**src/common/ppg_pkg.sv**
```systemverilog
// Notes on behaviour
// RL1 - Ungrouped channels each start in own slot
// RL2 - Per-channel enable bit and on-time register
// RL3 - Enabled channel on from slot start for on-time
// RL4 - Groups only join adjacent channels, two or more
// RL5 - Grouping bits at 0x08/0x09 form groups
// RL6 - Grouped channel uses lower neighbour slot and on-time
// RL7 - Slot of grouped channel stays empty
// RL8 - Whole group follows lowest member slot, on-time
// RL9 - First member disabled disables whole group
// RL10 - Other member disabled affects only itself
// RL11 - Slots sequential, periodic, unused slots kept
// RL12 - Pulses may overlap later slots
// RL13 - Current setting stays per channel
// RL14 - Period is (N+1) times 1.5 us, live update
// RL15 - On-time is 16-bit, 0.15 us steps
// RL16 - Slot k starts at k/10 of period
`default_nettype none
package ppg_pkg;
    localparam int          NUM_CH          = 10;
    // ****************************************
    // Register map
    // ****************************************
    localparam logic [7:0]  ADDR_EN_LO      = 8'h00;
    localparam logic [7:0]  ADDR_EN_HI      = 8'h01;
    localparam logic [7:0]  ADDR_GRP_LO     = 8'h08;
    localparam logic [7:0]  ADDR_GRP_HI     = 8'h09;
    localparam logic [7:0]  ADDR_ONT_FIRST  = 8'h10;
    localparam logic [7:0]  ADDR_ONT_LAST   = 8'h23;
    localparam logic [7:0]  ADDR_PER_LO     = 8'h24;
    localparam logic [7:0]  ADDR_PER_HI     = 8'h25;
    localparam logic [9:0]  EN_RESET        = 10'h000;
    localparam logic [9:0]  GRP_RESET       = 10'h000;
    localparam logic [15:0] ONT_RESET       = 16'h0000;
    localparam logic [12:0] PER_RESET       = 13'h0000;
    // ****************************************
    // Timing
    // ****************************************
    localparam int          CLK_PERIOD_PS   = 10000;
    localparam int          PER_STEP_PS     = 1500000;
    localparam int          ONT_STEP_PS     = 150000;
    localparam int          PER_STEP_CYC    = PER_STEP_PS / CLK_PERIOD_PS;
    localparam int          ONT_STEP_CYC    = ONT_STEP_PS / CLK_PERIOD_PS;
endpackage
`default_nettype wire

```
**src/logic/ppg_pwm.sv**
```systemverilog
`timescale 1ns/1ns
`default_nettype none
module ppg_pwm
(
    input  wire logic       clk_in,      // 100 MHz clock
    input  wire logic       srst_in,     // Sync reset, high
    input  wire logic       ce_in,       // Clock enable
    input  wire logic       wr_in,       // Register write strobe
    input  wire logic       rd_in,       // Register read strobe
    input  wire logic [7:0] addr_in,     // Register address
    input  wire logic [7:0] wdata_in,    // Write data
    output var  logic [7:0] rdata_out,   // Read data, valid after rd
    output var  logic [9:0] sink_channel_pin_out, // Sink on, per channel
    output var  logic       period_start_out      // Pulse at period start
);
    localparam int NC = ppg_pkg::NUM_CH;

    // ****************************************
    // Registers
    // ****************************************
    logic [9:0]  en, next_en;
    logic [9:0]  grp, next_grp;
    logic [15:0] ont [NC];
    logic [15:0] next_ont [NC];
    logic [12:0] per, next_per;
    logic [7:0]  next_rdata;

    // Write decode; byte 0 of a pair is the low byte
    always_comb
    begin
        next_en  = en;
        next_grp = grp;
        next_per = per;
        for (int i = 0; i < NC; i++)
        begin
            next_ont[i] = ont[i];
        end
        if (wr_in)
        begin
            case (addr_in)
                ppg_pkg::ADDR_EN_LO:  next_en[7:0]   = wdata_in;          // RL2
                ppg_pkg::ADDR_EN_HI:  next_en[9:8]   = wdata_in[1:0];     // RL2
                ppg_pkg::ADDR_GRP_LO: next_grp[7:0]  = wdata_in;          // RL5
                ppg_pkg::ADDR_GRP_HI: next_grp[9:8]  = wdata_in[1:0];     // RL5
                ppg_pkg::ADDR_PER_LO: next_per[7:0]  = wdata_in;          // RL14
                ppg_pkg::ADDR_PER_HI: next_per[12:8] = wdata_in[4:0];     // RL14
                default:
                begin
                    for (int i = 0; i < NC; i++)
                    begin
                        if (addr_in == ppg_pkg::ADDR_ONT_FIRST + 8'(2 * i))
                            next_ont[i][7:0] = wdata_in;                 // RL2 RL15
                        if (addr_in == ppg_pkg::ADDR_ONT_FIRST + 8'(2 * i + 1))
                            next_ont[i][15:8] = wdata_in;                // RL15
                    end
                end
            endcase
        end
    end

    // Read mux; unmapped addresses read zero
    always_comb
    begin
        next_rdata = rdata_out;
        if (rd_in)
        begin
            case (addr_in)
                ppg_pkg::ADDR_EN_LO:  next_rdata = en[7:0];
                ppg_pkg::ADDR_EN_HI:  next_rdata = {6'h00, en[9:8]};
                ppg_pkg::ADDR_GRP_LO: next_rdata = grp[7:0];
                ppg_pkg::ADDR_GRP_HI: next_rdata = {6'h00, grp[9:8]};
                ppg_pkg::ADDR_PER_LO: next_rdata = per[7:0];
                ppg_pkg::ADDR_PER_HI: next_rdata = {3'h0, per[12:8]};
                default:
                begin
                    next_rdata = 8'h00;
                    for (int i = 0; i < NC; i++)
                    begin
                        if (addr_in == ppg_pkg::ADDR_ONT_FIRST + 8'(2 * i))
                            next_rdata = ont[i][7:0];
                        if (addr_in == ppg_pkg::ADDR_ONT_FIRST + 8'(2 * i + 1))
                            next_rdata = ont[i][15:8];
                    end
                end
            endcase
        end
    end

    always_ff @(posedge clk_in)
    begin
        if (srst_in)
        begin
            en        <= ppg_pkg::EN_RESET;
            grp       <= ppg_pkg::GRP_RESET;
            per       <= ppg_pkg::PER_RESET;
            rdata_out <= 8'h00;
            for (int i = 0; i < NC; i++)
            begin
                ont[i] <= ppg_pkg::ONT_RESET;
            end
        end
        else if (ce_in)
        begin
            en        <= next_en;
            grp       <= next_grp;
            per       <= next_per;
            rdata_out <= next_rdata;
            for (int i = 0; i < NC; i++)
            begin
                ont[i] <= next_ont[i];
            end
        end
    end

    // ****************************************
    // Group resolution
    // ****************************************
    // Grouping bit i joins channel i to channel i-1; bit 0 has no lower
    // neighbour and is ignored, so a group always has two or more members.
    logic [3:0] leader [NC];
    always_comb
    begin
        leader[0] = 4'h0;
        for (int i = 1; i < NC; i++)
        begin
            leader[i] = grp[i] ? leader[i-1] : 4'(i);                   // RL4 RL6 RL8
        end
    end

    // ****************************************
    // Period and slot timing
    // ****************************************
    // Period length in 10 ns ticks; 1.5 us step = 150 cycles.
    // Slot k start = k * period / 10, taken by ten fixed fractions.
    logic [7:0]  tick, next_tick;          // Counts within a tenth of a 1.5 us step
    logic [12:0] step, next_step;          // Steps within the period
    logic [3:0]  tenth, next_tenth;        // Sub-position 0..9 within a step
    logic [12:0] slot_step [NC];
    logic [3:0]  slot_tenth [NC];
    logic [15:0] left [NC];                // On-time cycles left, in 0.15 us units
    logic [15:0] next_left [NC];
    logic [3:0]  sub [NC];                 // Cycles within a 0.15 us unit
    logic [3:0]  next_sub [NC];
    logic [9:0]  next_pin;
    logic        next_pstart;
    logic        wrap;

    // Slot start of channel k: offset = k*(N+1)*150/10 cycles = k*(N+1)*15
    // expressed as whole steps plus tenths of a step.
    always_comb
    begin
        for (int k = 0; k < NC; k++)
        begin
            slot_step[k]  = 13'((k * (32'(per) + 1)) / NC);             // RL16
            slot_tenth[k] = 4'((k * (32'(per) + 1)) % NC);              // RL16
        end
    end

    always_comb
    begin
        next_tick  = tick;
        next_step  = step;
        next_tenth = tenth;
        wrap       = 1'b0;
        // Tenth advances every 15 cycles: ten tenths make one 1.5 us step
        if (tick == 8'(ppg_pkg::PER_STEP_CYC / NC - 1))
        begin
            next_tick = 8'h00;
            if (tenth == 4'(NC - 1))
            begin
                next_tenth = 4'h0;
                if (step >= per)                                        // RL14 RL11
                begin
                    next_step = 13'h0000;
                    wrap      = 1'b1;
                end
                else
                begin
                    next_step = step + 13'h0001;
                end
            end
            else
            begin
                next_tenth = tenth + 4'h1;
            end
        end
        else
        begin
            next_tick = tick + 8'h01;
        end
        next_pstart = wrap;
        // Each slot leader runs its own down-counter, so pulses can overlap
        for (int i = 0; i < NC; i++)
        begin
            next_left[i] = left[i];
            next_sub[i]  = sub[i];
            if (left[i] != 16'h0000)
            begin
                if (sub[i] == 4'(ppg_pkg::ONT_STEP_CYC - 1))
                begin
                    next_sub[i]  = 4'h0;
                    next_left[i] = left[i] - 16'h0001;                  // RL12
                end
                else
                begin
                    next_sub[i] = sub[i] + 4'h1;
                end
            end
            // Only leaders own a slot; grouped slots stay empty
            if (leader[i] == 4'(i) && tick == 8'h00 && step == slot_step[i]
                && tenth == slot_tenth[i])                             // RL1 RL7 RL11
            begin
                next_left[i] = ont[i];                                  // RL3
                next_sub[i]  = 4'h0;
            end
            next_pin[i] = 1'b0;
        end
        for (int i = 0; i < NC; i++)
        begin
            // Member runs on leader's counter; leader enable gates all
            next_pin[i] = (next_left[leader[i]] != 16'h0000)
                          && en[leader[i]] && en[i];                    // RL6 RL9 RL10
        end
    end

    always_ff @(posedge clk_in)
    begin
        if (srst_in)
        begin
            tick                 <= 8'h00;
            step                 <= 13'h0000;
            tenth                <= 4'h0;
            sink_channel_pin_out <= 10'h000;
            period_start_out     <= 1'b0;
            for (int i = 0; i < NC; i++)
            begin
                left[i] <= 16'h0000;
                sub[i]  <= 4'h0;
            end
        end
        else if (ce_in)
        begin
            tick                 <= next_tick;
            step                 <= next_step;
            tenth                <= next_tenth;
            sink_channel_pin_out <= next_pin;                           // RL13
            period_start_out     <= next_pstart;
            for (int i = 0; i < NC; i++)
            begin
                left[i] <= next_left[i];
                sub[i]  <= next_sub[i];
            end
        end
    end
endmodule
`default_nettype wire
```
**config.mk**
```make
export PLATFORM = sky130hd
export DESIGN_NAME = ppg_pwm
export DESIGN_NICKNAME = d
export VERILOG_FILES = /design/src/common/ppg_pkg.sv /design/src/logic/ppg_pwm.sv
export SDC_FILE = /design/constraint.sdc
export NUM_CORES = 2
export LEC_CHECK = 0
export ABC_AREA = 1
export ABC_CLOCK_PERIOD_IN_PS = 26100
export BUFFER_PORTS_ARGS = -buffer_cell sky130_fd_sc_hd__buf_2
export CAP_MARGIN = 10
export CORE_MARGIN = 1.5
export CORE_UTILIZATION = 25
export CTS_BUF_LIST = sky130_fd_sc_hd__clkbuf_8
export DETAILED_ROUTE_END_ITERATION = 8
export MAX_ROUTING_LAYER = met4
export PLACE_DENSITY = 0.42
export RECOVER_POWER = 100
export SYNTH_ARGS = -nofsm -noshare
export SYNTH_HDL_FRONTEND = slang
export SYNTH_SLANG_ARGS = --single-unit
```
**constraint.sdc**
```tcl
create_clock -name clk_in -period 26.1 [get_ports clk_in]
set_input_delay 2.61 -clock clk_in [delete_from_list [all_inputs] [get_ports clk_in]]
set_output_delay 2.61 -clock clk_in [all_outputs]
set_load 0.01 [all_outputs]
```
==> impl_metrics.yaml <==
run_status:
  status: "finished with violations"
  violations: "capacitance limit, slew limit"
clocking:
  cts_resized: 0
  htree_levels: 3
  numCtsBuffers: 80
  clk_pin_slew_ns: 0.06
  clkLatencyLatePin_ns: 0.78
  clk_root_buffer_cell: "clkbuf_8"
  cts_tree: "done"
  cts_setup_buffers: 0
  cts_hold_buf: 0
  cts_sinks: 437
  clockBufferDepth: 3
grt:
  grt_pass1_wl_mm: 395
  grt_max_degree: 64
  grt_usage_pct: 22.1
  grt_pass1_vias: 59600
  antenna_found_initial: 7
  grt_overflow: 0
floorplanning:
  dieArea_um2: 241000
  die_h_um: 491
  io_pins: 40
  core_um2: 236000
  initial_core_util_pct: 25.2
  die_w_um: 491
  num_rows: 178
timing:
  fin_crit_sh_pct: 82.3
  slew_headroom_pct: -141
  slew_violations: 625
  hold_viol: 0
  final-setup-viol-count: 0
  tns_ns: 0
  finClkSkew_ns: 0.0612
  period_needed_ns: 21.47
  rsz0062_at_grt: "false"
  worst_slew_pin_slew_ns: 3.61
  max_freq_mhz: 46.6
layout:
  fin_util_pct: 27.1
  n_fill_cell: 26900
  drive_above_1_share_pct: 10.2
  regArea_um2: 12400
  final_cell_area_um2: 64000
  synthToLayoutAreaGrowth_pct: 7.62
  multi_input_area_um2: 40000
  num-nets-final: 9878
  stdcell_count: 12900
worst_setup_path:
  required_ns: 26.77
  crit_type: "register to register"
  path_common_cell: "nand2_1"
  start_kind: "register"
  arrival_ns: 22.14
  path_max_fanout: 33
  critPathMaxStageDelay_ns: 2.04
  critPathCaptureType: "register"
  crit_slowest_cell: "clkbuf_1"
power:
  p_comb_share_pct: 67.3
  total_power_mw: 4.63
  pwr-share-clk_pct: 14.3
  p_per_area_nw_per_um2: 72.4
  power.internal_mw: 2.02
  switching_share_pct: 56.4
  peakVddDrop_v: 0.0000700
  power_switching_mw: 2.61
  seqPwrFrac_pct: 18.5
  p_leak_nw: 32.7
route:
  wl_per_cell_um: 20.7
  vias_per_cell: 5.00
  postRouteAntennaNets: 0
  dr.pass1.iters: 7
  vias: 64600
  drc_errors: 0
  wirelength_mm: 268
  drt_iter0_markers: 6482
placement:
  io_buffers: 39
  routabilityCongestion: 0.973
  place_inst: 12800
  place_area_um2: 62700
  place_hpwl_mm: 218
synthesis:
  synth_fa_ha_area_share_pct: 3.34
  synth_edf_count: 360
  postSynthCellCount: 9706
  ys_ff_latch: 437
  synthArstFlopShare_pct: 0
  synth_top_family_by_area: "simple AND/OR/NAND/NOR gates"
  ys_seq_area_share_pct: 20.8
  synth_area_um2: 59400
  synthXorXnorAreaFrac_pct: 6.20
  synth_mux_area_share_pct: 0.0842
  synth_ff_type: "edfxtp_1"
  synth_cell_types: 95
  synth_compound_area_share_pct: 9.95
  synth-simple-area-share_pct: 48.0
  syn_nets: 9882
  ys_warn_count: 0
  syn_area_per_cell_um2: 6.12
worst_hold_path:
  hp-class: "register to register"
run:
  drv_cap: 21
power groups by stage:
stage                     Clock, mW  Combinational, mW  Sequential [mW]
after global routing          0.706               3.52            0.861
after global placement            0               3.11            0.868
after CTS                     0.677               3.11            0.854
after floorplan                   0               2.37            0.850
final                         0.661               3.12            0.856
after detailed placement          0               3.10            0.868
kinds of logic (layout without fill, tap and decap cells):
logic type,Yosys count,after routing
AOI/OAI and AO/OA,1013,1013
xor gates and xnor gates,421,421
DFF,437,437
adders and majority gates,155,155
buffers and inverters,1619,1677
and+or+nand+nor,6056,6056
muxes,5,5
other,0,3
layout make-up:
| class | instances | area share (%) |
|---|---|---|
| clock inverters | 54 | 0.442 |
| repair buffers | 124 | 1.16 |
| multi-input cells | 7650 | 62.6 |
| inverters | 1409 | 8.40 |
| clock buffers | 90 | 1.94 |
| diodes | 3 | 0.0117 |
| well taps | 3150 | 6.16 |
| flip-flops and latches | 437 | 19.3 |
critical path, delay by kind of cell, from the launching register on:
| kind | cells | cell delay (ns) |
|---|---|---|
| fa+ha+maj | 2 | 0.68 |
| xor+xnor | 1 | 0.19 |
| simple gates | 66 | 12.22 |
| flops | 1 | 1.54 |
| buf+inv | 10 | 4.01 |
| compound gates | 7 | 2.62 |
synth_stat cells, drive strengths merged, types with 11 or more instances:
| cell | n | share of area (%) |
|---|---|---|
| a21oi | 316 | 2.8 |
| a221oi | 18 | 0.27 |
| a31oi | 26 | 0.27 |
| and2 | 12 | 0.13 |
| buf | 87 | 1.4 |
| clkbuf | 120 | 1.2 |
| clkinv | 52 | 0.38 |
| dfxtp | 77 | 2.6 |
| edfxtp | 360 | 18 |
| ha | 149 | 3.1 |
| inv | 1357 | 8.7 |
| nand2 | 3042 | 21 |
| nand3 | 1081 | 11 |
| nand3b | 62 | 0.79 |
| nand4 | 342 | 3.7 |
| nor2 | 1272 | 9.2 |
| nor3 | 126 | 1.1 |
| nor3b | 11 | 0.14 |
| nor4 | 63 | 0.66 |
| o2111ai | 14 | 0.21 |
| o211ai | 39 | 0.49 |
| o21ai | 480 | 4.3 |
| o21bai | 25 | 0.32 |
| o22ai | 14 | 0.15 |
| o31ai | 11 | 0.14 |
| or2 | 34 | 0.36 |
| xnor2 | 88 | 1.3 |
| xor2 | 333 | 4.9 |
layout by cell type, fill, tap and decap left out, types with 123 or more instances in the layout:
master,count
nand4_1,334
o21ai_0,393
a21oi_1,297
nor2_1,1129
nor3_1,123
nand2_1,2740
nand2_2,233
nand3_1,959
inv_1,1255
ha_1,149
xor2_1,333
edfxtp_1,360
path summary, 6_finish.rpt:
check	cells past startpoint	slack, ns	end	start
worst max-delay path	86	4.63	sink_channel_pin_out[7]	per[0]
worst min-delay path	2	0.46	sink_channel_pin_out[5]	sink_channel_pin_out[5]
worst max register to register	86	4.63	sink_channel_pin_out[7]	per[0]
worst min register to register	2	0.46	sink_channel_pin_out[5]	sink_channel_pin_out[5]
routing by layer:
| layer | global-route usage [%] | part of all wire, % |
|---|---|---|
| met2 | 32.8 | 42 |
| met3 | 2.09 | 5.6 |
| met5 | - | 0 |
| met1 | 32.1 | 49 |
| met4 | 4.99 | 2.5 |
through the flow:
stage,setup slack [ns],hold slack (ns)
2_1_floorplan,14.08,0.456
6_report,4.63,0.465
3_5_place_dp,7.57,0.448
3_3_place_gp,7.59,0.444
5_1_grt,3.02,0.493
4_1_cts,7.49,0.461
registers in the layout, summed over array words and instances, names as in the netlist:
name	cells
sink_channel_pin_out	10
left	160
tick	8
rdata_out	8
ont	160
sub	40
en	10
tenth	4
step	13
grp	10
period_start_out	1
per	13
Power figures use the tool's default switching activity.
